[config.mk]
export PLATFORM = sky130hd
export DESIGN_NAME = rts_sequencer
export DESIGN_NICKNAME = d
export VERILOG_FILES = /design/src/logic/rts_pkg.sv /design/src/logic/rts_sequencer.sv
export SDC_FILE = /design/constraint.sdc
export NUM_CORES = 1
export LEC_CHECK = 0
export BUFFER_PORTS_ARGS = -buffer_cell sky130_fd_sc_hd__buf_2
export CORE_MARGIN = 2
export CORE_UTILIZATION = 30
export CTS_CLUSTER_DIAMETER = 200
export DETAILED_ROUTE_END_ITERATION = 10
export REMOVE_ABC_BUFFERS = 1
export SKIP_LAST_GASP = 1
export SYNTH_ARGS = -nofsm -noshare
export SYNTH_HDL_FRONTEND = slang
export SYNTH_SLANG_ARGS = --single-unit
[constraint.sdc]
create_clock -name pclk -period 2.2 [get_ports pclk]
set_clock_uncertainty 0.05 [all_clocks]
set_input_delay 0.11 -clock pclk [delete_from_list [all_inputs] [get_ports pclk]]
set_output_delay 0.11 -clock pclk [all_outputs]
set_load 0.005 [all_outputs]
[src/logic/rts_pkg.sv]
// How it works
// Record six distinct reset causes
// Unaffected registers survive all non power-on resets
// Other registers reload, except on watchdog wake
// Expired and sleep flags encode the cause
// Filter discards short master-clear pulses
// Watchdog reset never drives the pin
// Power-on detector starts a power-on reset
// Power-up delay 72 ms, power-on and supply-drop only
// Core held in reset during power-up delay
// Enable setting gates the power-up delay
// Settle timer counts 1024 oscillator edges
// Settle only crystal modes, power-on or wake
// Enable setting turns supply-drop reset on
// Drop longer than minimum duration resets
// Hold until recovery, then power-up delay
// New drop during delay restarts sequence
// Supply-drop enable forces the power-up delay
// Release only after delay and settle finish
// Held master-clear releases core immediately
// Two-bit field picks one of four modes
// Power-on flag cleared only by power-on
// Supply-drop flag cleared by supply-drop reset
// Delay, drop and filter lengths are parameters
package rts_pkg;

  // ----------------------------------------
  // Timing
  // ----------------------------------------
  localparam int CLK_KHZ = 50_000;
  localparam int POWER_UP_DELAY_TIMER_MS = 72;
  localparam int DROP_US = 100;
  localparam int MASTER_CLEAR_PIN_FILT_NS = 200;
  localparam int POWER_UP_DELAY_TIMER_CYCLES = POWER_UP_DELAY_TIMER_MS * CLK_KHZ;
  localparam int DROP_CYCLES = (DROP_US * CLK_KHZ + 999) / 1000;
  localparam int MASTER_CLEAR_PIN_FILT_CYCLES = (MASTER_CLEAR_PIN_FILT_NS * CLK_KHZ) / 1_000_000;
  localparam int OST_EDGES = 1024;
  localparam int CNT_W = 32;
  localparam int OST_W = 11;
  localparam int FILT_W = 8;

  // ----------------------------------------
  // Register map
  // ----------------------------------------
  localparam logic [11:0] OFF_CONFIG = 12'h000;
  localparam logic [11:0] OFF_STATUS = 12'h004;
  localparam logic [11:0] OFF_CORE_CTRL = 12'h008;
  localparam logic [11:0] OFF_SCRATCH = 12'h00c;
  localparam logic [31:0] CORE_CTRL_RST = 32'h0000_0000;
  localparam int STAT_PFLAG_BIT = 1;
  localparam int STAT_DFLAG_BIT = 0;

  typedef enum logic [1:0] {
    OSC_LOW_POWER, OSC_MID, OSC_HIGH_SPEED, OSC_RES_CAP
  } rts_osc_e;

  typedef enum logic [2:0] {
    CAUSE_NONE, CAUSE_POWER_ON, CAUSE_MASTER_CLEAR_PIN_RUN, CAUSE_MASTER_CLEAR_PIN_SLEEP,
    CAUSE_WDT_RESET, CAUSE_WDT_WAKE, CAUSE_SUPPLY_DROP
  } rts_cause_e;

  typedef enum logic [2:0] {
    SEQ_POWER_UP_DELAY_TIMER, SEQ_DROP, SEQ_OST, SEQ_WAKE, SEQ_RUN
  } rts_seq_e;

  // Config word: [3:2] mode, [1] drop enable, [0] delay enable
  typedef struct packed {
    rts_osc_e clock_source_select;
    logic supply_drop_enable;
    logic power_up_delay_enable;
  } rts_cfg_s;

  localparam rts_cfg_s CFG_RST = '{OSC_MID, 1'b0, 1'b1};

  // Status word, high bits first as listed down to bit 0
  typedef struct packed {
    logic master_clear_pin_low;
    logic seq_busy;
    logic core_reset;
    rts_cause_e cause;
    logic sleep_entered_flag;
    logic watchdog_expired_flag;
    logic power_on_flag;
    logic supply_drop_flag;
  } rts_stat_s;

endpackage : rts_pkg

[src/logic/rts_sequencer.sv]
`timescale 1ns/1ps
module rts_sequencer #(
  parameter int POWER_UP_DELAY_TIMER_LEN = rts_pkg::POWER_UP_DELAY_TIMER_CYCLES,
  parameter int DROP_LEN = rts_pkg::DROP_CYCLES
) (
  input wire logic pclk,
  input wire logic presetn,
  // APB slave
  input wire logic psel,
  input wire logic penable,
  input wire logic pwrite,
  input wire logic [11:0] paddr,
  input wire logic [31:0] pwdata,
  output logic [31:0] prdata,
  output logic pready,
  output logic pslverr,
  // Reset sources and oscillator input
  input wire logic master_clear_pin_n,
  input wire logic por_detect,
  input wire logic supply_low,
  input wire logic osc_input_pin,
  // Watchdog and core events
  input wire logic wdt_timeout,
  input wire logic wdt_clear,
  input wire logic sleep_cmd,
  // Core side
  output logic core_reset,
  output logic core_wake,
  output logic core_sleeping,
  output logic [31:0] core_ctrl,
  output logic [31:0] scratch
);
  import rts_pkg::*;

  // ----------------------------------------
  // Address decode
  // ----------------------------------------
  function automatic logic [3:0] reg_sel(input logic [11:0] a);
    reg_sel = {a == OFF_SCRATCH, a == OFF_CORE_CTRL,
               a == OFF_STATUS, a == OFF_CONFIG};
  endfunction : reg_sel

  wire logic [3:0] sel_w = reg_sel(paddr);
  wire logic hit_w = |sel_w;
  wire logic setup_w = psel & ~penable;
  wire logic acc_w = psel & penable;
  wire logic wr_w = acc_w & pwrite & hit_w;

  rts_cfg_s cfg_q;
  rts_seq_e seq_q, seq_d;
  rts_cause_e cause_q;
  logic [CNT_W-1:0] power_up_delay_timer_cnt_q;
  logic [CNT_W-1:0] drop_cnt_q;
  logic [OST_W-1:0] ost_cnt_q;
  logic [FILT_W-1:0] filt_cnt_q;
  logic master_clear_pin_low_q, master_clear_pin_low_prev_q;
  logic por_prev_q, osc_prev_q;
  logic power_up_delay_timer_from_drop_q;
  logic wdt_rst_q;
  logic wake_q;
  logic sleep_q;
  logic to_q, pd_q, pflag_q, dflag_q;
  logic [31:0] prdata_q;
  logic [31:0] core_ctrl_q;
  logic [31:0] scratch_q;

  // ----------------------------------------
  // Event decode
  // ----------------------------------------
  // Power-on detector edge starts a fresh power-on reset
  wire logic por_ev = por_detect & ~por_prev_q;
  wire logic crystal_w = cfg_q.clock_source_select != OSC_RES_CAP;
  wire logic power_up_delay_timer_on_w = cfg_q.power_up_delay_enable
                         | cfg_q.supply_drop_enable;
  wire logic drop_trip = cfg_q.supply_drop_enable
                         & (drop_cnt_q == CNT_W'(DROP_LEN));
  wire logic power_up_delay_timer_done = power_up_delay_timer_cnt_q == CNT_W'(POWER_UP_DELAY_TIMER_LEN - 1);
  wire logic osc_edge = osc_input_pin & ~osc_prev_q;
  wire logic ost_done = osc_edge
                        & (ost_cnt_q == OST_W'(OST_EDGES - 1));
  wire logic running_w = seq_q == SEQ_RUN;
  wire logic master_clear_pin_fall = master_clear_pin_low_q & ~master_clear_pin_low_prev_q;
  wire logic master_clear_pin_ev = master_clear_pin_fall & (running_w | seq_q == SEQ_WAKE);
  wire logic wdt_rst_ev = wdt_timeout & running_w & ~sleep_q
                          & ~master_clear_pin_low_q;
  wire logic wdt_wake_ev = wdt_timeout & running_w & sleep_q
                           & ~master_clear_pin_low_q;
  wire logic wake_done = (seq_q == SEQ_WAKE) & ost_done;

  // ----------------------------------------
  // Sequencer next state
  // ----------------------------------------
  always_comb begin
    seq_d = seq_q;
    case (seq_q)
      SEQ_POWER_UP_DELAY_TIMER: begin
        if (cfg_q.supply_drop_enable && supply_low) begin
          seq_d = SEQ_DROP;
        end else if (!power_up_delay_timer_on_w || power_up_delay_timer_done) begin
          // Drop recovery ends here; power-on in crystal modes goes on to settle
          if (crystal_w && !power_up_delay_timer_from_drop_q) begin
            seq_d = SEQ_OST;
          end else begin
            seq_d = SEQ_RUN;
          end
        end
      end
      SEQ_DROP: begin
        if (!supply_low) begin
          seq_d = SEQ_POWER_UP_DELAY_TIMER;
        end
      end
      SEQ_OST: begin
        if (ost_done) begin
          seq_d = SEQ_RUN;
        end
      end
      SEQ_WAKE: begin
        if (ost_done || master_clear_pin_ev) begin
          seq_d = SEQ_RUN;
        end
      end
      SEQ_RUN: begin
        if (wdt_wake_ev && crystal_w) begin
          seq_d = SEQ_WAKE;
        end
      end
      default: begin
        seq_d = SEQ_POWER_UP_DELAY_TIMER;
      end
    endcase
    // Power-on and a qualified drop override any state
    if (por_ev) begin
      seq_d = SEQ_POWER_UP_DELAY_TIMER;
    end else if (drop_trip) begin
      seq_d = SEQ_DROP;
    end
  end

  // ----------------------------------------
  // Sequencer state
  // ----------------------------------------
  always_ff @(posedge pclk or negedge presetn) begin
    if (!presetn) begin
      seq_q <= SEQ_POWER_UP_DELAY_TIMER;
      power_up_delay_timer_from_drop_q <= 1'b0;
    end else begin
      seq_q <= seq_d;
      if (por_ev) begin
        power_up_delay_timer_from_drop_q <= 1'b0;
      end else if (seq_d == SEQ_DROP) begin
        power_up_delay_timer_from_drop_q <= 1'b1;
      end
    end
  end

  // Delay counter restarts on every entry to the delay state
  always_ff @(posedge pclk or negedge presetn) begin
    if (!presetn) begin
      power_up_delay_timer_cnt_q <= '0;
    end else if (seq_q != SEQ_POWER_UP_DELAY_TIMER || seq_d != SEQ_POWER_UP_DELAY_TIMER) begin
      power_up_delay_timer_cnt_q <= '0;
    end else begin
      power_up_delay_timer_cnt_q <= power_up_delay_timer_cnt_q + CNT_W'(1);
    end
  end

  // Settle counter counts rising edges of the oscillator input
  always_ff @(posedge pclk or negedge presetn) begin
    if (!presetn) begin
      ost_cnt_q <= '0;
      osc_prev_q <= 1'b0;
    end else begin
      osc_prev_q <= osc_input_pin;
      if (seq_q != SEQ_OST && seq_q != SEQ_WAKE) begin
        ost_cnt_q <= '0;
      end else if (osc_edge) begin
        ost_cnt_q <= ost_cnt_q + OST_W'(1);
      end
    end
  end

  // Drop duration counter saturates so the trip is one level
  always_ff @(posedge pclk or negedge presetn) begin
    if (!presetn) begin
      drop_cnt_q <= '0;
    end else if (!supply_low || !cfg_q.supply_drop_enable) begin
      drop_cnt_q <= '0;
    end else if (drop_cnt_q != CNT_W'(DROP_LEN)) begin
      drop_cnt_q <= drop_cnt_q + CNT_W'(1);
    end
  end

  // ----------------------------------------
  // Master-clear filter
  // ----------------------------------------
  // Level only follows the pin after it has been stable a while
  always_ff @(posedge pclk or negedge presetn) begin
    if (!presetn) begin
      master_clear_pin_low_q <= 1'b0;
      master_clear_pin_low_prev_q <= 1'b0;
      filt_cnt_q <= '0;
      por_prev_q <= 1'b0;
    end else begin
      master_clear_pin_low_prev_q <= master_clear_pin_low_q;
      por_prev_q <= por_detect;
      if (master_clear_pin_n != master_clear_pin_low_q) begin
        filt_cnt_q <= '0;
      end else if (filt_cnt_q == FILT_W'(MASTER_CLEAR_PIN_FILT_CYCLES - 1)) begin
        filt_cnt_q <= '0;
        master_clear_pin_low_q <= ~master_clear_pin_n;
      end else begin
        filt_cnt_q <= filt_cnt_q + FILT_W'(1);
      end
    end
  end

  // ----------------------------------------
  // Core reset and wake
  // ----------------------------------------
  // Watchdog reset is internal only; no pin drive exists here
  always_ff @(posedge pclk or negedge presetn) begin
    if (!presetn) begin
      wdt_rst_q <= 1'b0;
      wake_q <= 1'b0;
      sleep_q <= 1'b0;
    end else begin
      wdt_rst_q <= wdt_rst_ev;
      wake_q <= wake_done | (wdt_wake_ev & ~crystal_w);
      if (core_reset || wake_q || master_clear_pin_ev) begin
        sleep_q <= 1'b0;
      end else if (sleep_cmd && running_w) begin
        sleep_q <= 1'b1;
      end
    end
  end

  // Held pin overrides timeouts, so release follows the pin
  assign core_reset = (seq_q != SEQ_RUN && seq_q != SEQ_WAKE)
                      | master_clear_pin_low_q | wdt_rst_q;
  assign core_wake = wake_q;
  assign core_sleeping = sleep_q;

  // ----------------------------------------
  // Cause and status flags
  // ----------------------------------------
  // Hardware events beat a software write in the same cycle
  always_ff @(posedge pclk or negedge presetn) begin
    if (!presetn) begin
      cause_q <= CAUSE_POWER_ON;
      to_q <= 1'b1;
      pd_q <= 1'b1;
      pflag_q <= 1'b0;
      dflag_q <= 1'b0;
    end else if (por_ev) begin
      cause_q <= CAUSE_POWER_ON;
      to_q <= 1'b1;
      pd_q <= 1'b1;
      pflag_q <= 1'b0;
    end else if (drop_trip && seq_q != SEQ_DROP) begin
      cause_q <= CAUSE_SUPPLY_DROP;
      to_q <= 1'b1;
      pd_q <= 1'b1;
      dflag_q <= 1'b0;
    end else if (master_clear_pin_ev) begin
      cause_q <= sleep_q ? CAUSE_MASTER_CLEAR_PIN_SLEEP : CAUSE_MASTER_CLEAR_PIN_RUN;
      if (sleep_q) begin
        to_q <= 1'b1;
        pd_q <= 1'b0;
      end
    end else if (wdt_rst_ev) begin
      cause_q <= CAUSE_WDT_RESET;
      to_q <= 1'b0;
      pd_q <= 1'b1;
    end else if (wdt_wake_ev) begin
      cause_q <= CAUSE_WDT_WAKE;
      to_q <= 1'b0;
      pd_q <= 1'b0;
    end else begin
      if (sleep_cmd && running_w && !core_reset) begin
        to_q <= 1'b1;
        pd_q <= 1'b0;
      end else if (wdt_clear && !core_reset) begin
        to_q <= 1'b1;
        pd_q <= 1'b1;
      end
      if (wr_w && sel_w[1] && pwdata[STAT_PFLAG_BIT]) begin
        pflag_q <= 1'b1;
      end
      if (wr_w && sel_w[1] && pwdata[STAT_DFLAG_BIT]) begin
        dflag_q <= 1'b1;
      end
    end
  end

  // ----------------------------------------
  // Software registers
  // ----------------------------------------
  // Config survives core resets; it stands in for fuse bits
  always_ff @(posedge pclk or negedge presetn) begin
    if (!presetn) begin
      cfg_q <= CFG_RST;
    end else if (wr_w && sel_w[0]) begin
      cfg_q <= rts_cfg_s'(pwdata[3:0]);
    end
  end

  // Ordinary register: reloads on every reset except a wake
  always_ff @(posedge pclk or negedge presetn) begin
    if (!presetn) begin
      core_ctrl_q <= CORE_CTRL_RST;
    end else if (core_reset) begin
      core_ctrl_q <= CORE_CTRL_RST;
    end else if (wr_w && sel_w[2]) begin
      core_ctrl_q <= pwdata;
    end
  end

  // Unaffected register: no reset, so it starts unknown
  always_ff @(posedge pclk) begin
    if (wr_w && sel_w[3]) begin
      scratch_q <= pwdata;
    end
  end

  assign core_ctrl = core_ctrl_q;
  assign scratch = scratch_q;

  // ----------------------------------------
  // APB read path
  // ----------------------------------------
  wire rts_stat_s stat_w = '{master_clear_pin_low_q, ~running_w, core_reset,
                             cause_q, pd_q, to_q, pflag_q, dflag_q};
  wire logic [31:0] rd_w = sel_w[0] ? 32'(cfg_q) :
                           sel_w[1] ? 32'(stat_w) :
                           sel_w[2] ? core_ctrl_q :
                           sel_w[3] ? scratch_q : 32'h0000_0000;

  // Read data is captured in the setup cycle, valid in access
  always_ff @(posedge pclk or negedge presetn) begin
    if (!presetn) begin
      prdata_q <= 32'h0000_0000;
    end else if (setup_w) begin
      prdata_q <= rd_w;
    end
  end

  assign prdata = prdata_q;
  assign pready = 1'b1;
  assign pslverr = acc_w & ~hit_w;

endmodule : rts_sequencer

# [Word-level counts from Yosys, hierarchy flattened]
# Cells that the tools add are included.
[totals] register_bits=201 out_inout_bits=101
[op_classes] n_addsub=4 n_eq_ne=27 mux=59 n_bitwise=35 n_reduce_logical=44
[ops] cell="$mux W32" n=9
[ops] cell="$add A32 B1 Y32 const B" n=2
[ops] cell="$mux W3" n=14
[ops] cell="$eq A32 B13 Y1 const B" n=1
[ops] cell="$eq A32 B22 Y1 const B" n=1
[ops] cell="$ne A32 B13 Y1 const B" n=1
[ops] cell="$mux W1" n=31
[ops] cell="$eq A12 B4 Y1 const B" n=2
[ops] cell="$mux W11" n=2
[ops] cell="$and A1 B1 Y1" n=18
[ops] cell="$mux W8" n=2
[ops] cell="$logic_and A1 B1 Y1" n=15
[ops] cell="$pmux W3 S5" n=1
[ops] cell="$reduce_bool A2 Y1" n=7
[ops] cell="$eq A12 B3 Y1 const B" n=1
[ops] cell="$logic_not A12 Y1" n=1
[ops] cell="$not A1 Y1" n=12
[ops] cell="$add A11 B1 Y11 const B" n=1
[ops] cell="$eq A11 B10 Y1 const B" n=1
[ops] cell="$ne A2 B2 Y1 const B" n=5
[ops] cell="$reduce_and A5 Y1" n=2
[ops] cell="$add A8 B1 Y8 const B" n=1
[ops] cell="$eq A8 B4 Y1 const B" n=1
[ops] cell="$reduce_bool A7 Y1" n=1
[ops] cell="17 further kinds" n=37

# [Logic depth before layout (Yosys ltp)]
# Gate-level depths: netlist of the first run.
[logic_depth] ltp_word=13 depth_mapped=9

# [Least setup slack after synthesis of the first run]
# No wires, ideal clock.
[synth_path] path_kind="input-to-reg" start="in paddr[5]" end="reg scratch_q[0], in the netlist scratch[0], enable pin" arrival_time_ns=3.140 required_time_ns=1.689 slack_ns=-1.451 path_stages=4 cell_sequence="nor4_2 -> nand3_1 -> buf_2 -> nor3_1"
[synth_via] elab_chain_len=4
[synth_rtl] element="from (decl)" line="rts_sequencer.sv:12" text="input wire logic [11:0] paddr,"
[synth_rtl] element="$eq A12 B3 Y1 (tied with other cells)" line="rts_sequencer.sv:40" text="a == OFF_STATUS, a == OFF_CONFIG};"
[synth_rtl] element="$reduce_or A4 Y1" line="rts_sequencer.sv:44" text="wire logic hit_w = |sel_w;"
[synth_rtl] element="$and A1 B1 Y1" line="rts_sequencer.sv:47" text="wire logic wr_w = acc_w & pwrite & hit_w;"
[synth_rtl] element="$logic_and A1 B1 Y1 *" line="rts_sequencer.sv:321" text="if (wr_w && sel_w[3]) begin"
[synth_rtl] element="to (signal assigned)" line="rts_sequencer.sv:322" text="scratch_q <= pwdata;"
[synth_rtl] element="to (decl)" line="rts_sequencer.sv:65" text="logic [31:0] scratch_q;"
# Mark *: on every way between the ends. The rest lies on a longest branch, timed or not.
# A chain may end at the register's enable or synchronous reset.

# [Final worst setup path of the first run]
[layout_path] start="reg drop_cnt_q[0]" end="reg seq_q[1]"
[layout_via] elab_chain_len=4
[layout_rtl] element="from (decl)" line="rts_sequencer.sv:53" text="logic [CNT_W-1:0] drop_cnt_q;"
[layout_rtl] element="from (signal assigned)" line="rts_sequencer.sv:190" text="drop_cnt_q <= drop_cnt_q + CNT_W'(1);"
[layout_rtl] element="$eq A32 B13 Y1" line="rts_sequencer.sv:76" text="& (drop_cnt_q == CNT_W'(DROP_LEN));"
[layout_rtl] element="$and A1 B1 Y1" line="rts_sequencer.sv:76"
[layout_rtl] element="$mux W3" line="rts_sequencer.sv:135" text="end else if (drop_trip) begin"
[layout_rtl] element="$mux W3" line="rts_sequencer.sv:133" text="if (por_ev) begin"
[layout_rtl] element="net seq_d[1]" line="rts_sequencer.sv:50" text="rts_seq_e seq_q, seq_d;"
[layout_rtl] element="to (signal assigned)" line="rts_sequencer.sv:148" text="seq_q <= seq_d;"
[layout_rtl] element="to (decl)" line="rts_sequencer.sv:50"
# The timed path passes the listed nets, and every way through them passes these cells.

==> results.sh, run 1 <==
export IMPL_syn_to_final_growth_pct=32.2
export IMPL_rsz0062_at_grt="true"
export IMPL_firstDrtPassIters=4
export IMPL_tritoncts_num_buffers=24
export IMPL_seqCellArea_um2=5200
export IMPL_fin_crit_ns=2.18
export IMPL_critPathRequiredTime_ns=2.53
export IMPL_setup_viol=0
export IMPL_synth_ff_type="dfrtp_1"
export IMPL_hpwl_um=15700
export IMPL_drive_gt1_share_pct=27.5
export IMPL_hold_viol=0
export IMPL_die_w_um=177
export IMPL_antenna_found_initial=3
export IMPL_cap_violations=0
export IMPL_finalWirelength_um=22900
export IMPL_core_area_um2=29600
export IMPL_rows=63
export IMPL_synthesis_area_um2=8990
export IMPL_ys_types=59
export IMPL_gp_congestion=0.820
export IMPL_cp_max_fo=3
export IMPL_n_fill_cell=2882
export IMPL_cts_root_buf="clkbuf_16"
export IMPL_synth_seq_cells=201
export IMPL_status="finished, final reports clean"
export IMPL_ys_warn_count=0
export IMPL_hp_class="in2reg"
export IMPL_grt_ovfl_total=0
export IMPL_power_density_nw_per_um2=696
export IMPL_tns_ns=0
export IMPL_fmax_ghz=0.459
export IMPL_cts_tree="built"
export IMPL_synth_edf_count=32
export IMPL_grt_usage_pct=14.2
export IMPL_start_kind="register"
export IMPL_ios=157
export IMPL_power_leakage_nw=5.24
export IMPL_multi_input_area_um2=3640
export IMPL_htreeDepth=1
export IMPL_port_buffers=155
export IMPL_setup_worst_path_end_class="register"
export IMPL_syn_inst=814
export IMPL_ant_nets=0
export IMPL_via_per_inst=4.84
export IMPL_drtIter0Drc=424
export IMPL_grt_pass1_vias=6904
export IMPL_ctsLongestPathBuffers=3
export IMPL_clk_pin_slew_ns=0.06
export IMPL_vias=7101
export IMPL_drv_slew=0
export IMPL_drcViolationCount=0
export IMPL_dieArea_um2=31400
export IMPL_synth_avg_cell_area_um2=11.0
export IMPL_cts_sinks=201
export IMPL_ir_drop_uv=466
export IMPL_finalPower_mw=8.27
export IMPL_post_route_period_util_pct=99.1
export IMPL_wl_per_cell_um=15.6
export IMPL_critPathKind="reg2reg"
export IMPL_insertion_delay_ns=0.51
export IMPL_grt_max_degree=49
export IMPL_ys_seq_area_share_pct=57.8
export IMPL_ys_async_sr_fraction_pct=84.1
export IMPL_grt_first_pass_wirelength_um=36200
export IMPL_nets=1119
export IMPL_start_util_pct=30.4
export IMPL_crit_arrival_ns=2.51
export IMPL_die_h_um=177
## state kept, by name, indices dropped and copies added, names as in the netlist
name,flops
cause_q,3
cfg_q,4
core_ctrl,32
core_sleeping,1
core_wake,1
dflag_q,1
drop_cnt_q,32
filt_cnt_q,8
master_clear_pin_low_prev_q,1
master_clear_pin_low_q,1
osc_prev_q,1
ost_cnt_q,11
pd_q,1
pflag_q,1
por_prev_q,1
power_up_delay_timer_cnt_q,32
power_up_delay_timer_from_drop_q,1
prdata,32
scratch,32
seq_q,3
to_q,1
wdt_rst_q,1
## critical path, cell delays in order, from the launching register on
cell	delay (ns)
dfrtp_1	0.39
inv_2	0.08
ha_2	0.17
nor4b_4	0.17
nand4_1	0.25
o31ai_4	0.38
buf_4	0.18
nor3_2	0.03
or3_1	0.35
## worst paths after layout
kind	start	endpoint	slack, ns	depth (start not counted)
min in group asynchronous	presetn	prdata[30]	0.05	2
max in group asynchronous	presetn	prdata[5]	1.28	3
max reg2reg	drop_cnt_q[0]	seq_q[1]	0.02	8
min	paddr[1]	prdata[3]	0.004	5
max	drop_cnt_q[0]	seq_q[1]	0.02	8
min reg2reg	prdata[18]	prdata[18]	0.42	2
## power breakdown
group / leakage (nW) / switching (mW) / internal [mW] / total, mW
clock: 0.385 / 1.52 / 2.33 / 3.85
sequential: 2.61 / 0.0744 / 3.84 / 3.92
combinational: 2.25 / 0.279 / 0.218 / 0.497
total: 5.24 / 1.87 / 6.39 / 8.27
## kinds of logic (layout without fill, tap and decap cells)
logic type | Yosys count | count (layout) | synth area share, %
xor gates and xnor gates | 69 | 69 | 6.73
buffers and inverters | 49 | 310 | 2.51
adders and majority gates | 6 | 6 | 0.835
DFF | 201 | 201 | 57.8
muxes | 15 | 15 | 2.52
and+or+nand+nor | 333 | 333 | 18.7
other | 1 | 3 | 0.0417
AOI/OAI and AO/OA | 140 | 140 | 10.8
## cell type report
cell class | count | share of cell area [%]
Tap cell | 390 | 4.11
Antenna cell | 2 | 0.0421
Multi-Input combinational cell | 564 | 30.7
Clock buffer | 36 | 5.95
Inverter | 11 | 0.347
Timing Repair Buffer | 255 | 14.6
Sequential cell | 201 | 43.7
Clock inverter | 8 | 0.569
## cell usage after synthesis (2+ instances only)
cell	n	area share, %
xnor2_1	22	2.1
nand3_1	43	2.4
nor2b_1	7	0.49
nand4_1	23	1.6
nor4b_1	4	0.39
nor4bb_1	4	0.45
buf_1	2	0.084
o21ai_0	37	2.1
nand2_1	78	3.3
o31ai_1	8	0.67
nor2_1	93	3.9
mux2_2	5	0.63
nor4_1	10	0.70
buf_6	3	0.38
inv_1	11	0.46
buf_2	12	0.67
xor2_1	47	4.6
or2_2	2	0.14
a21oi_1	16	0.89
nor3_1	16	0.89
and3_1	15	1.0
mux4_2	4	1.0
a31oi_1	7	0.49
ha_1	6	0.84
nand2b_1	6	0.42
mux2i_1	2	0.22
or4_1	2	0.17
and4_1	11	1.1
nor4_2	2	0.28
o21ai_1	2	0.11
or3_1	8	0.56
dfstp_2	5	1.5
a22oi_1	27	2.3
clkbuf_1	20	0.84
a22o_1	32	3.1
edfxtp_1	32	11
dfrtp_1	164	46
mux2_4	4	0.67
o211ai_1	2	0.17
## through the flow
stage                     util [%]  std cells  hold WS (ns)  setup slack [ns]  area (um2)
final                         40.2       1467       0.00414            0.0204       11900
after global placement        35.8       1375        0.0455            0.0311       10600
after floorplan                  -        776        -0.236             -1.50        8800
after global routing          40.2       1466        0.0374            -0.113       11900
after CTS                     39.9       1460        0.0123            0.0150       11800
after detailed placement      35.8       1375        0.0372          -0.00420       10600
## metal layers
layer  track usage [%]  part of all wire [%]
met1              19.2                    46
met2              23.2                    46
met3              3.09                   5.7
met4              3.68                   2.1
met5                 0                     0
## placed cells by master (no fill, tap or decap), types with 5 or more instances in the layout
cell / netlist / routed
dfrtp_1: 164 / 164
buf_2: 12 / 154
nor2_1: 93 / 92
nand2_1: 78 / 77
buf_4: 1 / 51
xor2_1: 47 / 47
nand3_1: 43 / 43
dlygate4sd3_1: 0 / 41
o21ai_0: 37 / 37
a22o_1: 32 / 32
edfxtp_1: 32 / 32
a22oi_1: 27 / 27
clkbuf_16: 0 / 25
nand4_1: 23 / 23
xnor2_1: 22 / 22
and3_1: 15 / 15
a21oi_1: 16 / 14
nor3_1: 16 / 13
and4_1: 11 / 11
inv_1: 11 / 10
nor4_1: 10 / 8
o31ai_1: 8 / 8
or3_1: 8 / 8
buf_12: 0 / 8
a31oi_1: 7 / 7
clkbuf_1: 20 / 7
nor2b_1: 7 / 6
nand2b_1: 6 / 5
mux2_2: 5 / 5
ha_1: 6 / 5
dfstp_2: 5 / 5
clkinv_2: 0 / 5
## timing repair
action / 4_1_cts / 5_1_grt
hold buffers: 41 / 0
buffers inserted: 0 / 5
gates resized for setup: 2 / 10
setup endpoints to repair: 33 / 40
pin swaps: 0 / 6
hold endpoints to repair: 217 / 0
Power figures use the tool's default switching activity.
==> run 2, diff against run 1 <==
CORE_ASPECT_RATIO = 0.75   (was not set)
CORE_UTILIZATION = 51   (was 30)
PLACE_DENSITY = 0.77   (was not set)
==> run 2 against run 1 <==
Against the previous run: the run now ends with negative setup slack left; total power decreased by 5.2%; critical path depth unchanged; hold slack improved by 0.011 ns; largest cell class unchanged; combinational power increased by 4%; largest power group unchanged; clock power decreased by 11%; via count increased by 4.5%; sequential cell count unchanged.
==> results.sh, run 2 (same netlist as run 1, synthesis figures left out) <==
export IMPL_status="finished with violations"
export IMPL_violations="negative setup slack"
export IMPL_instances_no_fill=1307
export IMPL_n_fill_cell=1218
export IMPL_nets=1118
export IMPL_ios=157
export IMPL_setup_viol=12
export IMPL_reg2reg_to="power_up_delay_timer_cnt_q[6]"
export IMPL_crit_buf_inv=1
export IMPL_critPathKind="reg2reg"
export IMPL_holdCritStartpoint="wdt_clear"
export IMPL_start_kind="register"
export IMPL_grt_pass1_vias=7330
export IMPL_hpwl_um=15400
export IMPL_cts_root_buf="clkbuf_16"
export IMPL_post_route_period_util_pct=101
export IMPL_holdPathEnd="pd_q"
export IMPL_die_w_um=157
export IMPL_ir_drop_uv=529
export IMPL_drtIter0Drc=645
export IMPL_power_density_nw_per_um2=668
export IMPL_hold_depth=5
export IMPL_wl_met2_um=11100
export IMPL_multi_input_area_um2=3750
export IMPL_rows=41
export IMPL_tritoncts_num_buffers=20
export IMPL_hold_viol=0
export IMPL_final_common_cell="dfrtp_1"
export IMPL_start_util_pct=52.8
export IMPL_pre_cts_ws_ns=-0.0681
export IMPL_cap_violations=0
export IMPL_drv_slew=0
export IMPL_slowest_stage="dfrtp_1"
export IMPL_crit_arrival_ns=2.55
export IMPL_clk_pin_slew_ns=0.06
export IMPL_cts_tree="built"
export IMPL_r2r_start="power_up_delay_timer_cnt_q[1]"
export IMPL_reg2reg_slack_ns=-0.02
export IMPL_setup_worst_path_end_class="register"
export IMPL_via_per_inst=5.68
export IMPL_fin_crit_ns=2.22
export IMPL_die_h_um=119
export IMPL_antenna_found_initial=0
export IMPL_slowest_delay_ns=0.38
export IMPL_htreeDepth=1
export IMPL_finalWorstSetupSlack_ns=-0.0246
export IMPL_syn_to_final_growth_pct=30.4
export IMPL_finalWirelength_um=23700
export IMPL_port_buffers=155
export IMPL_fmax_ghz=0.450
export IMPL_tns_ns=-0.195
export IMPL_r2r_cells=8
export IMPL_rsz0062_at_grt="true"
export IMPL_dpl_cell_count=1219
export IMPL_vias=7422
export IMPL_firstDrtPassIters=5
export IMPL_power_leakage_nw=5.21
export IMPL_met1Wirelength_um=10500
export IMPL_grt_ovfl_total=0
export IMPL_grt_first_pass_wirelength_um=38100
export IMPL_hp_class="in2reg"
export IMPL_max_slew_margin_rel_pct=64.4
export IMPL_drcViolationCount=0
export IMPL_grt_max_degree=55
export IMPL_whs_ns=0.0149
export IMPL_seqCellArea_um2=5200
export IMPL_final_cell_mix="163 x dfrtp_1, 154 x buf_2, 88 x nor2_1"
export IMPL_tightest_slew_ns=0.534
export IMPL_cp_max_fo=8
export IMPL_gp_congestion=0.845
export IMPL_grt_usage_pct=25.2
export IMPL_ctsLongestPathBuffers=3
export IMPL_critPathRequiredTime_ns=2.53
export IMPL_core_area_um2=17000
export IMPL_ant_nets=0
export IMPL_dr_wl_met3_um=1460
export IMPL_insertion_delay_ns=0.49
export IMPL_crit_chain="ha_2, and4_4, nand3_4, o41ai_4, a21boi_2, o22ai_4, clkbuf_16, nor2_1"
export IMPL_wl_per_cell_um=18.1
export IMPL_top_layer="met4"
export IMPL_dieArea_um2=18700
export IMPL_cts_sinks=201
export IMPL_finalPower_mw=7.83
export IMPL_drive_gt1_share_pct=28.5
export IMPL_crit_family="compound AO/OA/AOI/OAI gates"
-- run 2: routing by layer --
layer  track usage [%]  up-vias
met5                 0        -
met1              36.4     3661
li1                  -     3425
met4              6.93        0
met3              3.93       50
met2              39.9      286
-- run 2: tightest hold or removal path, cell delays in order --
cell	delay, ns
buf_2	0.10
o211ai_1	0.09
nand2_1	0.06
nand3_1	0.07
o2111ai_1	0.11
-- run 2: worst max-delay path by stage --
| stage | from | slack [ns] | cells past startpoint | to |
|---|---|---|---|---|
| finish | power_up_delay_timer_cnt_q[1] | -0.02 | 8 | power_up_delay_timer_cnt_q[6] |
| global route | drop_cnt_q[1] | -0.16 | 9 | power_up_delay_timer_cnt_q[19] |
| CTS | power_up_delay_timer_cnt_q[7] | 0.05 | 7 | power_up_delay_timer_cnt_q[19] |
| detailed placement | power_up_delay_timer_cnt_q[19] | -0.07 | 7 | power_up_delay_timer_cnt_q[19] |
| global placement | power_up_delay_timer_cnt_q[19] | 0.03 | 7 | power_up_delay_timer_cnt_q[31] |
| floorplan | paddr[5] | -1.50 | 3 | scratch[0] |
-- run 2: layout make-up --
class,instances,area share [%]
sequential,201,44.4
multi-input combinational,564,32.0
timing repair buffer,258,15.2
clock buffer,23,4.55
tap,236,2.52
clock inverter,13,1.00
inverter,11,0.352
antenna,1,0.0214
-- run 2: power by group --
group	switching [mW]	internal (mW)	leakage, nW
Clock	1.43	1.98	0.314
Sequential	0.0684	3.84	2.60
Combinational	0.285	0.230	2.29
-- run 2: metrics by stage --
| step | util, % | instance area [um2] |
|---|---|---|
| floorplan | - | 8800 |
| global placement | 60.9 | 10400 |
| detailed placement | 60.9 | 10400 |
| CTS | 67.7 | 11500 |
| global route | 68.8 | 11700 |
| finish | 68.8 | 11700 |
-- run 2: timing repair --
item,4_1_cts,5_1_grt
gates cloned,1,1
gates resized for setup,10,23
hold buffers,40,0
hold endpoints to repair,213,0
buffers inserted,3,6
pin swaps,5,9
setup endpoints to repair,32,43
==> run 3, diff against run 2 <==
CORE_MARGIN = not set   (was 2)
CORE_UTILIZATION = 52   (was 51)
CTS_BUF_LIST = sky130_fd_sc_hd__clkbuf_8   (was not set)
PLACE_DENSITY = 0.78   (was 0.77)
==> run 3 against run 2 <==
Against the previous run: clock power decreased by 8.5%; count of clock-buffer cells in the layout is 18 higher; combinational power rose by 7.0%; cell area grew 1.0%; the flow still finishes with violations (negative setup slack).
==> results.sh, run 3 (same netlist as run 1, synthesis figures left out) <==
export IMPL_slowest_delay_ns=0.44
export IMPL_whs_ns=0.0228
export IMPL_start_util_pct=53.2
export IMPL_crit_family="compound AO/OA/AOI/OAI gates"
export IMPL_core_area_um2=16900
export IMPL_power_density_nw_per_um2=641
export IMPL_slowest_stage="o41ai_2"
export IMPL_firstDrtPassIters=5
export IMPL_ctsLongestPathBuffers=3
export IMPL_tritoncts_num_buffers=30
export IMPL_antenna_cells=0
export IMPL_vias=7623
export IMPL_rsz0062_at_grt="true"
export IMPL_reg2reg_slack_ns=-0.13
export IMPL_cts_root_buf="clkbuf_8"
export IMPL_crit_arrival_ns=2.72
export IMPL_via_per_inst=5.78
export IMPL_rows=41
export IMPL_critPathKind="reg2reg"
export IMPL_power_internal_mw=5.75
export IMPL_grt_first_pass_wirelength_um=36600
export IMPL_tightest_slew_ns=0.507
export IMPL_final_common_cell="dfrtp_1"
export IMPL_die_h_um=116
export IMPL_start_kind="register"
export IMPL_dpl_cell_count=1206
export IMPL_hpwl_um=15200
export IMPL_hp_class="in2async"
export IMPL_drv_slew=0
export IMPL_pre_cts_ws_ns=-0.0253
export IMPL_grt_ovfl_total=0
export IMPL_r2r_start="power_up_delay_timer_cnt_q[12]"
export IMPL_p_clk_share_pct=41.1
export IMPL_fmax_ghz=0.429
export IMPL_post_route_period_util_pct=106
export IMPL_cp_max_fo=6
export IMPL_n_fill_cell=1136
export IMPL_cts_sinks=201
export IMPL_gp_congestion=0.878
export IMPL_crit_buf_inv=2
export IMPL_port_buffers=155
export IMPL_status="finished with violations"
export IMPL_violations="negative setup slack"
export IMPL_setup_worst_path_end_class="register"
export IMPL_power_leakage_nw=5.33
export IMPL_crit_chain="nor4bb_1, nand4_1, o41ai_2, a21boi_2, o22ai_4, buf_12, clkbuf_16, nor2_2"
export IMPL_tns_ns=-3.02
export IMPL_grt_pass1_vias=7223
export IMPL_p_sw_mw=1.84
export IMPL_htreeDepth=1
export IMPL_ir_drop_uv=494
export IMPL_ios=157
export IMPL_die_w_um=154
export IMPL_final_util_pct=70.1
export IMPL_syn_to_final_growth_pct=31.7
export IMPL_drtIter0Drc=729
export IMPL_cap_violations=0
export IMPL_seq_power_share_pct=51.6
export IMPL_cts_tree="built"
export IMPL_power_switching_share_pct=24.3
export IMPL_reg2reg_to="power_up_delay_timer_cnt_q[3]"
export IMPL_insertion_delay_ns=0.56
export IMPL_grt_usage_pct=26.0
export IMPL_dieArea_um2=17800
export IMPL_fin_crit_ns=2.33
export IMPL_wl_per_cell_um=18.6
export IMPL_instances_no_fill=1318
export IMPL_grt_max_degree=51
export IMPL_setup_viol=27
export IMPL_postLayoutCellArea_um2=11800
export IMPL_r2r_cells=8
export IMPL_ant_nets=0
export IMPL_clk_pin_slew_ns=0.07
export IMPL_finalWorstSetupSlack_ns=-0.130
export IMPL_drive_gt1_share_pct=30.6
export IMPL_max_slew_margin_rel_pct=66.2
export IMPL_power_frac_comb_pct=7.3
export IMPL_finalPower_mw=7.59
export IMPL_antenna_found_initial=0
export IMPL_critPathRequiredTime_ns=2.59
export IMPL_place_area_um2=10400
export IMPL_hold_viol=0
export IMPL_finalWirelength_um=24600
export IMPL_drcViolationCount=0
export IMPL_final_cell_mix="164 x dfrtp_1, 154 x buf_2, 77 x nand2_1"
export IMPL_nets=1142
[run 3: cell count changes in the layout (fill, tap and decap cells not counted), moves of 4 or more]
cell and change:
buf_4 +4, clkbuf_16 -19, clkbuf_8 +41, clkinv_1 -5
dlygate4sd3_1 +7, inv_1 +10, nor2_1 -12, nor2_2 +7
nor2_4 +5
[run 3: power groups by stage]
stage	combinational, mW	sequential [mW]	clock [mW]
after floorplan	0.200	3.96	0
after global placement	0.414	3.98	0
after detailed placement	0.429	3.98	0
after CTS	0.494	3.92	3.13
after global routing	0.610	3.93	3.31
final	0.551	3.92	3.12
[run 3: how the worst max path moves through the flow]
stage | slack [ns] | cells past startpoint | end | startpoint
global placement | 0.04 | 8 | power_up_delay_timer_cnt_q[17] | drop_cnt_q[16]
global route | -0.20 | 8 | power_up_delay_timer_cnt_q[4] | power_up_delay_timer_cnt_q[12]
CTS | 0.003 | 7 | power_up_delay_timer_cnt_q[19] | power_up_delay_timer_cnt_q[7]
detailed placement | -0.03 | 7 | power_up_delay_timer_cnt_q[31] | power_up_delay_timer_cnt_q[19]
floorplan | -1.50 | 3 | scratch[0] | paddr[5]
finish | -0.13 | 8 | power_up_delay_timer_cnt_q[3] | power_up_delay_timer_cnt_q[12]
[run 3: layout make-up]
class	count	area, um2	area share, %
repair buffers	272	1930	16.3
clock inverters	14	60.1	0.507
multi-input cells	564	3770	31.9
flip-flops and latches	201	5200	43.9
well taps	215	269	2.27
clock buffers	41	564	4.77
inverters	11	41.3	0.349
[run 3: what timing repair did]
item | in CTS | in global routing
hold buffers | 47 | 0
setup buffers | 0 | 7
gates cloned | 0 | 4
pin swaps | 1 | 20
hold endpoints to repair | 257 | 0
resized for setup | 2 | 43
endpoints found under the setup margin | 32 | 42
[run 3: per-layer routing]
layer | track usage [%] | vias to the layer above | share of wire, %
li1 | - | 3470 | -
met1 | 37.3 | 3786 | 43
met2 | 39.6 | 310 | 47
met3 | 5.80 | 57 | 7.5
met4 | 8.00 | 0 | 2.4
met5 | 0 | - | 0
